### src/verilog/adtf_consts.vh
// Purpose: Constants for the conversion trigger and result format block
// Assumes: 20 MHz system clock, 8-bit register port
// Notes:   Register indices are byte addresses on the plain port
`ifndef ADTF_CONSTS_VH
`define ADTF_CONSTS_VH

// Register addresses
`define ADTF_ADDR_TRIG      4'h0
`define ADTF_ADDR_RES_HI    4'h1
`define ADTF_ADDR_RES_LO    4'h2
`define ADTF_ADDR_CTRL      4'h3
`define ADTF_ADDR_STATUS    4'h4
`define ADTF_ADDR_MASK      4'h5
`define ADTF_ADDR_W         4

// Trigger select register layout
`define ADTF_SEL_HI         7
`define ADTF_SEL_LO         4
`define ADTF_TRIG_RST       8'h00

// Selector codes
`define ADTF_SEL_NONE       4'h0
`define ADTF_SEL_PWM1_INT   4'h1
`define ADTF_SEL_PWM2_INT   4'h2
`define ADTF_SEL_T0_OVF     4'h3
`define ADTF_SEL_T1_OVF     4'h4
`define ADTF_SEL_PERIOD_TIMER_MATCH   4'h5
`define ADTF_SEL_CMP1       4'h6
`define ADTF_SEL_CMP2       4'h7
`define ADTF_SEL_PWM1_OF    4'h8
`define ADTF_SEL_PWM2_OF    4'h9
`define ADTF_SEL_PWM3_OF    4'hA
`define ADTF_SEL_PWM3_INT   4'hB
`define ADTF_SEL_PWM4_OF    4'hC
`define ADTF_SEL_PWM4_INT   4'hD
`define ADTF_SEL_TRIG_PIN   4'hE
`define ADTF_SEL_WAVE_PIN   4'hF
`define ADTF_NUM_SRC        16

// Control register bits
`define ADTF_CTRL_JUSTIFY   0
`define ADTF_CTRL_ENABLE    1
`define ADTF_CTRL_GO        2
`define ADTF_CTRL_BUSY      3
`define ADTF_CTRL_RST       8'h00

// Status and mask bits
`define ADTF_ST_DONE        0
`define ADTF_ST_TRIG        1
`define ADTF_ST_T0OVF       2
`define ADTF_ST_T1OVF       3
`define ADTF_ST_W           4
`define ADTF_ST_RST         4'h0

// Conversion length, time in ns and cycles at 50 ns
`define ADTF_CONV_TIME_NS   550
`define ADTF_CLK_NS         50
`define ADTF_CONV_CYCLES    ((`ADTF_CONV_TIME_NS + `ADTF_CLK_NS - 1) / `ADTF_CLK_NS)
`define ADTF_CNT_W          4

`endif

### src/verilog/adtf_sync2.v
// Purpose: Two-stage synchroniser for a bus of pin inputs
// Assumes: Inputs are asynchronous to sys_clk_i
// Notes:   First stage feeds only the second stage
`include "adtf_consts.vh"
module adtf_sync2
#(
    parameter W = 2
)
(
    input  wire         sys_clk_i,
    input  wire         rst_i,
    input  wire [W-1:0] async_i,
    output reg  [W-1:0] sync_o
);

    reg [W-1:0] meta_reg;

    // Two flops per bit
    always @(posedge sys_clk_i)
    begin
        if (rst_i)
        begin
            meta_reg <= {W{1'b0}};
            sync_o   <= {W{1'b0}};
        end
        else
        begin
            meta_reg <= async_i;
            sync_o   <= meta_reg;
        end
    end

endmodule

### src/verilog/adtf_edge_sel.v
// Purpose: Selects one start source and detects its rising edge
// Assumes: All sources are on the system clock domain
// Notes:   Selector change re-arms the edge detector to avoid false edges
`include "adtf_consts.vh"
module adtf_edge_sel
(
    input  wire                     sys_clk_i,
    input  wire                     rst_i,
    input  wire [`ADTF_NUM_SRC-1:0] src_i,
    input  wire [3:0]               sel_i,
    output reg                      rise_o
);

    reg       level_reg;
    reg       prev_reg;
    reg [3:0] sel_prev_reg;

    // Pick the selected source level
    always @(posedge sys_clk_i)
    begin
        if (rst_i)
        begin
            level_reg    <= 1'b0;
            prev_reg     <= 1'b0;
            sel_prev_reg <= `ADTF_SEL_NONE;
            rise_o       <= 1'b0;
        end
        else
        begin
            level_reg    <= src_i[sel_i];
            sel_prev_reg <= sel_i;
            // A new selector starts high so its first level is no edge
            prev_reg     <= (sel_prev_reg == sel_i) ? level_reg : 1'b1;
            // Edge only, never level; code 0 disables
            rise_o <= level_reg & ~prev_reg
                      & (sel_prev_reg == sel_i)
                      & (sel_i != `ADTF_SEL_NONE);
        end
    end

endmodule

### src/verilog/adtf_top.v
// Purpose: Auto-conversion trigger selection and result justification
// Assumes: Sources on sys_clk_i except the two pins, which are synchronised
// Notes:   Analog conversion is modelled by a cycle count and a result input
`include "adtf_consts.vh"
module adtf_top
(
    input  wire       sys_clk_i,
    input  wire       rst_i,
    input  wire [3:0] addr_i,
    input  wire [7:0] wdata_i,
    input  wire       wr_i,
    input  wire       rd_i,
    output reg  [7:0] rdata_o,
    input  wire       pwm1_int_i,
    input  wire       pwm2_int_i,
    input  wire       pwm3_int_i,
    input  wire       pwm4_int_i,
    input  wire       pwm1_of_i,
    input  wire       pwm2_of_i,
    input  wire       pwm3_of_i,
    input  wire       pwm4_of_i,
    input  wire       first_timer_overflow_i,
    input  wire       second_timer_overflow_i,
    input  wire       period_timer_match_i,
    input  wire       cmp1_out_i,
    input  wire       cmp2_out_i,
    input  wire       trig_pin_i,
    input  wire       waveform_generator_pin_i,
    input  wire [9:0] conversion_result_i,
    output reg        busy_o,
    output reg        irq_o
);

    reg  [3:0]                start_source_selector_reg;
    reg                       result_justify_select_reg;
    reg                       enable_reg;
    reg  [7:0]                result_high_byte_reg;
    reg  [7:0]                result_low_byte_reg;
    reg  [`ADTF_ST_W-1:0]     status_reg;
    reg  [`ADTF_ST_W-1:0]     mask_reg;
    reg  [`ADTF_ST_W-1:0]     event_next;
    reg  [`ADTF_CNT_W-1:0]    cnt_reg;
    reg  [7:0]                rdata_next;
    reg                       go_req;
    wire [1:0]                pin_sync;
    wire [`ADTF_NUM_SRC-1:0]  src_vec;
    wire                      trig_rise;
    wire                      conv_start;
    wire                      conv_end;
    wire                      wr_ctrl;
    wire                      wr_res_hi;
    wire                      wr_res_lo;
    wire                      wr_status;
    wire [7:0]                trig_rst_val;
    wire [7:0]                ctrl_rst_val;
    wire [31:0]               conv_len_full;
    wire [`ADTF_CNT_W-1:0]    conv_last;
    wire [`ADTF_ST_W-1:0]     pend_vec;
    wire                      trig_event;
    wire                      start_any;

    // Format a result into high and low bytes per justification
    function [15:0] fmt_result;
        input [9:0] res;
        input       right;
        begin
            if (right)
                fmt_result = {6'h00, res[9:8], res[7:0]};
            else
                fmt_result = {res[9:2], res[1:0], 6'h00};
        end
    endfunction

    // Write strobe aimed at one register address
    function wr_hit;
        input [`ADTF_ADDR_W-1:0] a;
        input                    w;
        input [`ADTF_ADDR_W-1:0] target;
        begin
            wr_hit = w && (a == target);
        end
    endfunction

    // Pins cross into the clock domain first
    // The pin paths gain two cycles of latency
    adtf_sync2 #(.W(2)) u_sync
    (
        .sys_clk_i (sys_clk_i),
        .rst_i     (rst_i),
        .async_i   ({waveform_generator_pin_i, trig_pin_i}),
        .sync_o    (pin_sync)
    );

    // Source table indexed by selector code
    // Index 0 is tied low, so code 0 never fires
    assign src_vec[`ADTF_SEL_NONE]     = 1'b0;
    assign src_vec[`ADTF_SEL_PWM1_INT] = pwm1_int_i;
    assign src_vec[`ADTF_SEL_PWM2_INT] = pwm2_int_i;
    assign src_vec[`ADTF_SEL_T0_OVF]   = first_timer_overflow_i;
    assign src_vec[`ADTF_SEL_T1_OVF]   = second_timer_overflow_i;
    assign src_vec[`ADTF_SEL_PERIOD_TIMER_MATCH] = period_timer_match_i;
    assign src_vec[`ADTF_SEL_CMP1]     = cmp1_out_i;
    assign src_vec[`ADTF_SEL_CMP2]     = cmp2_out_i;
    assign src_vec[`ADTF_SEL_PWM1_OF]  = pwm1_of_i;
    assign src_vec[`ADTF_SEL_PWM2_OF]  = pwm2_of_i;
    assign src_vec[`ADTF_SEL_PWM3_OF]  = pwm3_of_i;
    assign src_vec[`ADTF_SEL_PWM3_INT] = pwm3_int_i;
    assign src_vec[`ADTF_SEL_PWM4_OF]  = pwm4_of_i;
    assign src_vec[`ADTF_SEL_PWM4_INT] = pwm4_int_i;
    assign src_vec[`ADTF_SEL_TRIG_PIN] = pin_sync[0];
    assign src_vec[`ADTF_SEL_WAVE_PIN] = pin_sync[1];

    // Selected source edge detector
    // Rising edges only; a held level never restarts
    adtf_edge_sel u_edge
    (
        .sys_clk_i (sys_clk_i),
        .rst_i     (rst_i),
        .src_i     (src_vec),
        .sel_i     (start_source_selector_reg),
        .rise_o    (trig_rise)
    );

    // Register write decodes, shared by several processes
    assign wr_ctrl   = wr_hit(addr_i, wr_i, `ADTF_ADDR_CTRL);
    assign wr_res_hi = wr_hit(addr_i, wr_i, `ADTF_ADDR_RES_HI);
    assign wr_res_lo = wr_hit(addr_i, wr_i, `ADTF_ADDR_RES_LO);
    assign wr_status = wr_hit(addr_i, wr_i, `ADTF_ADDR_STATUS);

    // Reset images and conversion length, sliced to field width
    assign trig_rst_val  = `ADTF_TRIG_RST;
    assign ctrl_rst_val  = `ADTF_CTRL_RST;
    assign conv_len_full = `ADTF_CONV_CYCLES - 1;
    assign conv_last     = conv_len_full[`ADTF_CNT_W-1:0];

    // Software go and trigger edge are equal starts
    always @*
    begin
        go_req = wr_ctrl && wdata_i[`ADTF_CTRL_GO];
    end

    // Either start request, gated below by enable and idle
    assign start_any  = go_req || trig_rise;
    assign conv_start = enable_reg && !busy_o && start_any;
    assign conv_end   = busy_o && (cnt_reg == {`ADTF_CNT_W{1'b0}});

    // Trigger flag only for an edge that really started work
    assign trig_event = trig_rise && conv_start;

    // Control registers, cleared by reset
    // Go is not stored; it only pulses a start
    always @(posedge sys_clk_i)
    begin
        if (rst_i)
        begin
            start_source_selector_reg <=
                trig_rst_val[`ADTF_SEL_HI:`ADTF_SEL_LO];
            result_justify_select_reg <= ctrl_rst_val[`ADTF_CTRL_JUSTIFY];
            enable_reg                <= ctrl_rst_val[`ADTF_CTRL_ENABLE];
            mask_reg                  <= `ADTF_ST_RST;
        end
        else if (wr_i)
        begin
            case (addr_i)
                `ADTF_ADDR_TRIG:
                    start_source_selector_reg <=
                        wdata_i[`ADTF_SEL_HI:`ADTF_SEL_LO];
                `ADTF_ADDR_CTRL:
                begin
                    result_justify_select_reg <=
                        wdata_i[`ADTF_CTRL_JUSTIFY];
                    enable_reg <= wdata_i[`ADTF_CTRL_ENABLE];
                end
                `ADTF_ADDR_MASK:
                    mask_reg <= wdata_i[`ADTF_ST_W-1:0];
                default:
                    mask_reg <= mask_reg;
            endcase
        end
    end

    // Result bytes: no reset, written by software or conversion end
    // A conversion end beats a software write in the same cycle
    always @(posedge sys_clk_i)
    begin
        if (conv_end)
        begin
            {result_high_byte_reg, result_low_byte_reg} <=
                fmt_result(conversion_result_i,
                           result_justify_select_reg);
        end
        else if (wr_res_hi)
            result_high_byte_reg <= wdata_i;
        else if (wr_res_lo)
            result_low_byte_reg <= wdata_i;
    end

    // Conversion timer
    // Starts while busy are dropped, never queued
    always @(posedge sys_clk_i)
    begin
        if (rst_i)
        begin
            busy_o  <= 1'b0;
            cnt_reg <= {`ADTF_CNT_W{1'b0}};
        end
        else if (conv_start)
        begin
            busy_o  <= 1'b1;
            cnt_reg <= conv_last;
        end
        else if (conv_end)
            busy_o  <= 1'b0;
        else if (busy_o)
            cnt_reg <= cnt_reg - 1'b1;
    end

    // Events for the sticky status bits
    always @*
    begin
        event_next = {`ADTF_ST_W{1'b0}};
        event_next[`ADTF_ST_DONE]  = conv_end;
        event_next[`ADTF_ST_TRIG]  = trig_event;
        // Overflow sets its flag whether or not it is the start source
        event_next[`ADTF_ST_T0OVF] = first_timer_overflow_i;
        event_next[`ADTF_ST_T1OVF] = second_timer_overflow_i;
    end

    // Status: write one clears, a new event wins over the clear
    // So a clear never loses an event of that same cycle
    always @(posedge sys_clk_i)
    begin
        if (rst_i)
            status_reg <= `ADTF_ST_RST;
        else if (wr_status)
            status_reg <= (status_reg & ~wdata_i[`ADTF_ST_W-1:0])
                          | event_next;
        else
            status_reg <= status_reg | event_next;
    end

    // Pending events seen through the mask
    assign pend_vec = (status_reg | event_next) & mask_reg;

    // Interrupt level registered from the flags and this cycle's events
    // It drops one clock after the flags are cleared
    always @(posedge sys_clk_i)
    begin
        if (rst_i)
            irq_o <= 1'b0;
        else
            irq_o <= |pend_vec;
    end

    // Read mux, unmapped reads zero
    // Reserved and write-only bits read back as zero
    always @*
    begin
        rdata_next = 8'h00;
        case (addr_i)
            `ADTF_ADDR_TRIG:
                rdata_next = {start_source_selector_reg, 4'h0};
            `ADTF_ADDR_RES_HI:
                rdata_next = result_high_byte_reg;
            `ADTF_ADDR_RES_LO:
                rdata_next = result_low_byte_reg;
            `ADTF_ADDR_CTRL:
            begin
                rdata_next[`ADTF_CTRL_JUSTIFY] = result_justify_select_reg;
                rdata_next[`ADTF_CTRL_ENABLE]  = enable_reg;
                rdata_next[`ADTF_CTRL_BUSY]    = busy_o;
            end
            `ADTF_ADDR_STATUS:
                rdata_next = {4'h0, status_reg};
            `ADTF_ADDR_MASK:
                rdata_next = {4'h0, mask_reg};
            default:
                rdata_next = 8'h00;
        endcase
    end

    // Read data one cycle after the strobe, zero otherwise
    // Zero between reads keeps the port quiet
    always @(posedge sys_clk_i)
    begin
        if (rst_i)
            rdata_o <= 8'h00;
        else if (rd_i)
            rdata_o <= rdata_next;
        else
            rdata_o <= 8'h00;
    end

endmodule

### config.mk
export PLATFORM = sky130hd
export DESIGN_NAME = adtf_top
export DESIGN_NICKNAME = d
export VERILOG_FILES = /design/src/verilog/adtf_sync2.v /design/src/verilog/adtf_edge_sel.v /design/src/verilog/adtf_top.v
export VERILOG_INCLUDE_DIRS = /design/src /design/src/verilog
export SDC_FILE = /design/constraint.sdc
export NUM_CORES = 1
export LEC_CHECK = 0
export BUFFER_PORTS_ARGS = -buffer_cell sky130_fd_sc_hd__buf_2
export CORE_MARGIN = 2
export CORE_UTILIZATION = 59
export DETAILED_ROUTE_END_ITERATION = 10
export PLACE_DENSITY_LB_ADDON = 0.1
export RECOVER_POWER = 25
export SLEW_MARGIN = 25
export SYNTH_ARGS = -nofsm -noshare
export SYNTH_HDL_FRONTEND = slang
export SYNTH_SLANG_ARGS = --single-unit
export TNS_END_PERCENT = 10
### constraint.sdc
create_clock -name sys_clk_i -period 4.65 [get_ports sys_clk_i]
set_clock_uncertainty 0.15 [all_clocks]
set_input_delay 0.6975 -clock sys_clk_i [delete_from_list [all_inputs] [get_ports sys_clk_i]]
set_output_delay 0.6975 -clock sys_clk_i [all_outputs]
set_load 0.05 [all_outputs]
; ---- Word-level counts from Yosys, hierarchy flattened
; Cells that the tools add are included.
[classes]
n_addsub = 1
mul = 0
div = 0
n_lt_le_gt_ge = 1
n_eq_ne = 8
shift = 0
n_mux = 19
bitwise = 11
reduce_logical = 27
[op_table]
columns = cell, count
row1 = 8-bit two-way mux, 5
row2 = 16-bit two-way mux, 1
row3 = 4-bit two-way mux, 4
row4 = 4-bit case mux with 3 select lines, 1
row5 = 2-bit AND reduction, 6
row6 = 2-bit case mux with 5 select lines, 1
row7 = 1-bit logical AND, 9
row8 = 4-bit bitwise AND, 2
row9 = "4-bit by 2-bit equality test with 1-bit output, second input constant", 2
row10 = "4-bit by 3-bit equality test with 1-bit output, second input constant", 2
row11 = 4-bit zero test, 2
row12 = 4-bit bitwise OR, 2
row13 = 2-bit nonzero test, 4
row14 = "4-bit by 5-bit less-than comparator with 1-bit output, second input constant", 1
row15 = 1-bit case mux with 5 select lines, 1
row16 = 1-bit binary-select mux with 4-bit select, 1
row17 = "4-bit by 1-bit equality test with 1-bit output, second input constant", 1
row18 = 4-bit equality test, 1
row19 = 1-bit two-way mux, 4
row20 = "2-bit != test, second input constant", 2
row21 = 4-bit NOT, 1
row22 = 1-bit case mux with 4 select lines, 1
row23 = 4-bit nonzero test, 1
row24 = 2-bit OR reduction, 2
row25 = other kinds (6), 10
[word_totals]
regBits = 55
latchBits = 0
mem_bits_rw = 0
rom_bits = 0
input_bits = 41
word_cells = 85
mem_count = 0

; ---- Logic depth before layout (Yosys ltp)
; Gate-level depths: netlist (run 1).
[logic_depth]
ltp_word = 9
mapped_depth = 6

; ---- By module
; Synthesis (run 1) repeated with hierarchy kept, for this count alone.
[unflattened]
cells_unflattened = 274
area_unflattened_um2 = 2840.2
[by_module_without_submodules]
columns = mod, instances, cells_per_inst, area_per_inst_um2
row1 = adtf_top, 1, 226, 2339.7
row2 = adtf_edge_sel, 1, 40, 395.4
row3 = adtf_sync2, 1, 8, 105.1

; ---- Worst setup path after synthesis (run 1)
; OpenSTA, ideal clock, no wires.
[synth_timing]
path_type = register to register
startpoint = register busy_o
endpoint = register result_high_byte_reg[0], enable pin
setup_time_ps = 329
t_arrival_ps = 1408
required_ps = 4171
slack_ps = 2763
stages_incl_launch_ff = 4
period_less_slack_ps = 1887
path_cell_list = dfxtp_1 nand3_1 clkbuf_1 nand2_1
[synth_via]
elab_chain_len = 2
[synth_lines]
columns = item, line_no
row1 = start: declaration, adtf_top.v:30  ; output reg busy_o,
row2 = start signal: assignment, adtf_top.v:204  ; busy_o <= 1'b0;
row3 = start signal: assignment, adtf_top.v:209  ; busy_o <= 1'b1;
row4 = start signal: assignment, adtf_top.v:213  ; busy_o <= 1'b0;
row5 = 1-bit logical AND, adtf_top.v:145  ; assign conv_end = busy_o && (cnt_reg == {`ADTF_CNT_W{1'b0}});
row6 = 2-bit nonzero test (no source line), --
row7 = end signal: assignment, adtf_top.v:188  ; {result_high_byte_reg, result_low_byte_reg} <=
row8 = end signal: assignment, adtf_top.v:193  ; result_high_byte_reg <= wdata_i;
row9 = end: declaration, adtf_top.v:37  ; reg [7:0] result_high_byte_reg;
; No other way between the ends.
; A chain may end at the register's enable or synchronous reset.

; ---- Final worst setup path (run 1)
[layout_timing]
startpoint = register cnt_reg[0]
endpoint = register result_high_byte_reg[3], enable pin
[layout_via]
elab_chain_len = 3
[layout_lines]
columns = item, line_no
row1 = start: declaration, adtf_top.v:42  ; reg [`ADTF_CNT_W-1:0] cnt_reg;
row2 = start signal: assignment, adtf_top.v:205  ; cnt_reg <= {`ADTF_CNT_W{1'b0}};
row3 = start signal: assignment, adtf_top.v:210  ; cnt_reg <= conv_last;
row4 = start signal: assignment, adtf_top.v:215  ; cnt_reg <= cnt_reg - 1'b1;
row5 = 4-bit zero test, adtf_top.v:145
row6 = 1-bit logical AND, adtf_top.v:145
row7 = 2-bit nonzero test (no source line), --
; No other way between the ends.

==> flow_summary.toml, run 1 <==
[detailed_routing]
dr_total_vias = 1977
post_drt_via_cell_ratio = 5.601
wl_um = 5553
drtPass1Iterations = 4
drc_errors = 0
drt-initial-drc-count = 101
post_drt_wl_per_cell_um = 15.73
drtAntennaViolNets = 0

[logic_synthesis]
synth_area_um2 = 2570
synth_cell_types = 43
syn_nets = 300
avgSynthCellArea_um2 = 10.00
ys.warnings.count = 0
synthFlopType = "dfxtp_1"
ys_seq_area_frac = 0.4907
async_reset_ff_frac = 0
synthCells = 257
synth_edf_count = 16
ys_ff_latch = 55

[place]
io_buffers = 50
dp_hpwl_um = 4167
place_area_um2 = 2810
routabilityCongestion = 0.7793

[critical_path]
slowest_stage = "nand2_1"
worst_setup_path_start_kind = "flip-flop"
crit_path_max_fanout = 22
critPathBufInv = 1
cp-end-kind = "flip-flop"
crit_chain = "inv_1 > ha_1 > nand3_1 > nand2_1"
crit_family = "simple AND/OR/NAND/NOR gates"
critPathKind = "flip-flop to flip-flop"
slowest_delay_ns = 0.55
required_ns = 4.48
arrival_ns = 2.04

[sta]
fin_tns_setup_ns = 0
setup_viol_count_final = 0
clock.fmax_mhz = 452.5
slew_violations = 0
finalCriticalPeriod_ns = 2.210
worst_pin_slew_ns = 1.366
rsz0062_at_grt = "false"
hold_viol = 0
slew_headroom = 0.08917
final.period_utilization = 0.4752

[cells_and_area]
antenna_cells = 0
nNetsFinal = 343
finalInstanceArea_um2 = 2909
drive_gt1_frac = 0.1894
fill_cells = 348
area_growth_pct = 13.19

[clock_network]
clk_pin_slew_ns = 0.09
cts_tree = "built"
clkLatencyLatePin_ns = 0.32
cts_hold_buf = 0
htree_levels = 2
cts_buffer_depth = 2
numClockSinks = 55
numCtsBuffers = 5
cts_root_buf = "clkbuf_8"
post_cts_buffers = 0
cts_resized = 0

[pwr]
p_switching_w = 0.0002023
leakagePower_nw = 1.257
sw_frac_of_total = 0.2321
intPower_w = 0.0006695
combPwrFrac = 0.086
seq_power_share = 0.578
vdd_drop_max_v = 0.0002417
p_clk_frac = 0.336
power_density_nw_per_um2 = 299.7

[die]
ioPinCount = 51
core_um2 = 4264
num_rows = 24
die_y_um = 70
die_area_um2 = 4900
initial_core_util = 0.6027
die_w_um = 70

[run]
drv_cap = 0

[run_status]
status = "finished, final reports clean"

[min_path]
hold_path.class = "flip-flop to flip-flop"

[global_routing]
antenna_found_initial = 0
grt_max_degree = 34
grt_pass1_vias = 1931
overflow = 0
grt_usage = 0.2402
grt_pass1_wl_um = 9149
[path summary, 6_finish.rpt]
kind	startpoint	end	slack (ns)	cells past startpoint
setup / recovery	cnt_reg[0]	result_high_byte_reg[3]	2.44	4
hold / removal	u_sync.meta_reg[0]	u_sync.sync_o[0]	0.29	1
setup reg to reg	cnt_reg[0]	result_high_byte_reg[3]	2.44	4
hold reg to reg	u_sync.meta_reg[0]	u_sync.sync_o[0]	0.29	1
[power by group through the flow]
stage	clock network, W	registers, W	logic, W
floorplan	0	0.000515	0.0000439
global placement	0	0.000515	0.0000737
detailed placement	0	0.000515	0.0000749
CTS	0.000297	0.000504	0.0000754
global route	0.000310	0.000505	0.0000832
finish	0.000293	0.000504	0.0000752
[Yosys cell counts (all sizes together), types with 4 or more instances]
cell / count / area share
a21oi: 13 / 0.025
a22o: 11 / 0.037
buf: 7 / 0.019
clkbuf: 7 / 0.010
dfxtp: 39 / 0.30
edfxtp: 16 / 0.19
inv: 10 / 0.015
mux2: 7 / 0.031
mux2i: 21 / 0.082
nand2: 22 / 0.032
nand3: 6 / 0.012
nor2: 31 / 0.045
nor2b: 11 / 0.027
nor3: 4 / 0.0078
nor4: 4 / 0.0097
o21ai: 13 / 0.025
xnor2: 5 / 0.017
[cells in the final DEF, fill, tap and decap left out, drive strengths merged, types with 2 or more instances in the layout]
master | synthesis | layout
a21o | 2 | 2
a21oi | 13 | 13
a22o | 11 | 11
a22oi | 3 | 3
buf | 7 | 47
clkbuf | 7 | 9
clkinv | 0 | 2
dfxtp | 39 | 39
edfxtp | 16 | 16
ha | 2 | 2
inv | 10 | 10
mux2 | 7 | 7
mux2i | 21 | 21
mux4 | 2 | 2
nand2 | 22 | 22
nand3 | 6 | 6
nor2 | 31 | 31
nor2b | 11 | 11
nor3 | 4 | 4
nor3b | 2 | 2
nor4 | 4 | 4
o21ai | 13 | 13
or3b | 2 | 2
xnor2 | 5 | 5
xor2 | 3 | 3
[cell families (layout without fill, tap and decap cells)]
group | after synthesis | after routing | synth area share
muxes | 30 | 30 | 0.1329
xor gates and xnor gates | 8 | 8 | 0.02726
buffers and inverters | 24 | 68 | 0.04382
and+or+nand+nor | 88 | 88 | 0.1660
adders and majority gates | 2 | 2 | 0.009736
AOI/OAI and AO/OA | 50 | 50 | 0.1295
DFF | 55 | 55 | 0.4907
[worst register-to-register path, cell delays in order, from the launching register on]
cell and delay (ns):
dfxtp_1 0.32, inv_1 0.10, ha_1 0.20, nand3_1 0.54, nand2_1 0.56
[per-layer routing]
layer / vias up / GRT usage / share of wire
li1: 996 / - / -
met1: 920 / 0.3192 / 0.45
met2: 50 / 0.3831 / 0.49
met3: 11 / 0.06061 / 0.044
met4: 0 / 0.08547 / 0.017
met5: - / 0 / 0
[layout make-up]
| class | count | area [µm²] | area share |
|---|---|---|---|
| clock buffer | 6 | 93.84 | 0.03226 |
| clock inverter | 2 | 8.758 | 0.003011 |
| inverter | 10 | 37.54 | 0.01290 |
| multi-input combinational | 178 | 1196 | 0.4112 |
| sequential | 55 | 1261 | 0.4335 |
| tap | 52 | 65.06 | 0.02237 |
| timing repair buffer | 50 | 246.5 | 0.08473 |
[stage by stage]
step	hold slack [ns]	setup WS, ns	instances	utilization	power, W
6_report	0.2933	2.440	353	0.6822	0.0008719
3_3_place_gp	0.2736	2.434	345	0.6590	0.0005884
5_1_grt	0.3160	2.244	353	0.6822	0.0008978
4_1_cts	0.2987	2.442	353	0.6831	0.0008759
3_5_place_dp	0.2769	2.356	345	0.6590	0.0005897
2_1_floorplan	0.2638	2.763	257	-	0.0005584
No activity file was read; power rests on OpenSTA's default activity.
==> run 2: changes to the inputs <==
--- a/config.mk
+++ b/config.mk
@@ -8,7 +8,7 @@
 export LEC_CHECK = 0
 export BUFFER_PORTS_ARGS = -buffer_cell sky130_fd_sc_hd__buf_2
 export CORE_MARGIN = 2
-export CORE_UTILIZATION = 59
+export CORE_UTILIZATION = 49
 export DETAILED_ROUTE_END_ITERATION = 10
 export PLACE_DENSITY_LB_ADDON = 0.1
 export RECOVER_POWER = 25
==> constraint.sdc (replaced) <==
create_clock -name sys_clk_i -period 1.83 [get_ports sys_clk_i]
set_clock_uncertainty 0.15 [all_clocks]
set_input_delay 0.2745 -clock sys_clk_i [delete_from_list [all_inputs] [get_ports sys_clk_i]]
set_output_delay 0.2745 -clock sys_clk_i [all_outputs]
set_load 0.05 [all_outputs]
==> flow_summary.toml, run 2 (synthesis gave the netlist of run 1 again) <==
[die]
core_um2 = 5075
die_area_um2 = 5840
die_y_um = 76.42
num_rows = 26
ioPinCount = 51
die_w_um = 76.42
initial_core_util = 0.5064

[place]
io_buffers = 50
dp_hpwl_um = 4410
place_area_um2 = 2937
place_inst = 375
routabilityCongestion = 0.8185

[run_status]
status = "finished, final reports clean"

[cells_and_area]
layout_commonest_cell = "buf_2"
fill_cells = 495
nNetsFinal = 355
instances_no_fill = 383
drive_gt1_frac = 0.2173
finalInstanceArea_um2 = 3030
final_cell_mix = "44 x buf_2, 38 x dfxtp_1, 31 x nor2_1, 21 x nand2_1, 21 x mux2i_1"
antenna_cells = 0
regArea_um2 = 1262
multiInputGateArea_um2 = 1204
area_growth_pct = 17.92

[sta]
rsz0062_at_grt = "false"
slew_headroom = 0.5636
setup_viol_count_final = 0
hold_viol = 0
finalCriticalPeriod_ns = 1.730
clock.fmax_mhz = 578.2
final.period_utilization = 0.9451
worst_pin_slew_ns = 0.6545
slew_violations = 0
fin_tns_setup_ns = 0

[critical_path]
arrival_ns = 1.82
reg2reg_slack_ns = 0.10
timing.rr.end = "cnt_reg[1]"
crit_start = "cnt_reg[0]"
cp-end-kind = "flip-flop"
worst_setup_path_start_kind = "flip-flop"
r2r_start = "cnt_reg[0]"
required_ns = 1.92
reg2reg_depth = 6
crit_path_max_fanout = 3
critPathKind = "flip-flop to flip-flop"

[run]
drv_cap = 0

[global_routing]
overflow = 0
grt_pass1_wl_um = 9666
grt_usage = 0.2110
grt_pass1_vias = 2009
antenna_found_initial = 0
grt_max_degree = 33

[clock_network]
clkLatencyLatePin_ns = 0.31
cts_root_buf = "clkbuf_8"
post_cts_buffers = 0
numCtsBuffers = 5
cts_hold_buf = 0
cts_buffer_depth = 2
htree_levels = 2
cts_tree = "built"
numClockSinks = 55
clk_pin_slew_ns = 0.09
cts_resized = 0

[detailed_routing]
drtAntennaViolNets = 0
dr_total_vias = 2033
drt-initial-drc-count = 111
wl_um = 5784
drc_errors = 0
post_drt_wl_per_cell_um = 15.10
post_drt_via_cell_ratio = 5.308
drtPass1Iterations = 4

[min_path]
hold_path.class = "input pin to flip-flop"
hp-start = "waveform_generator_pin_i"
holdPathEnd = "u_sync.meta_reg[1]"
whs_path_depth = 2

[pwr]
finalPower_w = 0.002277
vdd_drop_max_v = 0.0004446
power_density_nw_per_um2 = 751.5
leakagePower_nw = 1.297
-- run 2: cell count changes in the layout (fill, tap and decap cells not counted), moves of 2 or more --
cell      change
clkbuf_1      +8
buf_4         +7
buf_2         -3
o21ai_0       +3
o21ai_1       -3
inv_1         -2
inv_2         +2
-- run 2: critical path, cell delays in order (launching register included) --
cell and delay, ns:
dfxtp_1 0.33, inv_2 0.08, ha_2 0.18, or3b_4 0.38
nand2_2 0.09, mux2_1 0.32, a21oi_1 0.14
-- run 2: worst max-delay path by stage --
| stage | endpoint | slack [ns] | cells after the start |
|---|---|---|---|
| after floorplan | cnt_reg[1] | 0.16 | 6 |
| after global placement | cnt_reg[1] | 0.12 | 6 |
| after detailed placement | cnt_reg[1] | 0.06 | 6 |
| after CTS | cnt_reg[1] | 0.04 | 6 |
| after global routing | cnt_reg[1] | 0.02 | 6 |
| final | cnt_reg[1] | 0.10 | 6 |
-- run 2: metal layers --
metal | up-vias | track usage | wire length [µm]
met5 | - | 0 | 0
met4 | 0 | 0.07636 | 117
met3 | 9 | 0.04028 | 226
met2 | 47 | 0.3602 | 2825
met1 | 952 | 0.2661 | 2615
li1 | 1025 | - | -
-- run 2: per-stage QoR --
step / utilization / worst slack, ns / hold slack [ns]
2_1_floorplan: - / 0.1611 / 0.2002
3_3_place_gp: 0.5786 / 0.1196 / 0.2690
3_5_place_dp: 0.5786 / 0.05754 / 0.2762
4_1_cts: 0.6001 / 0.03516 / 0.01888
5_1_grt: 0.5971 / 0.02214 / 0.05498
6_report: 0.5971 / 0.1005 / 0.02085
-- run 2: final cells by class --
class	count	area share
flip-flops and latches	55	0.4166
clock inverters	2	0.01197
clock buffers	6	0.02395
multi-input cells	178	0.3972
inverters	10	0.01239
well taps	70	0.02890
repair buffers	62	0.1090
-- run 2: power by group --
| group | total (W) | leakage (nW) | switching, W | internal, W |
|---|---|---|---|---|
| Sequential | 0.00128 | 0.461 | 0.00000900 | 0.00127 |
| Clock | 0.000796 | 0.0557 | 0.000386 | 0.000410 |
| Combinational | 0.000203 | 0.780 | 0.000111 | 0.0000921 |
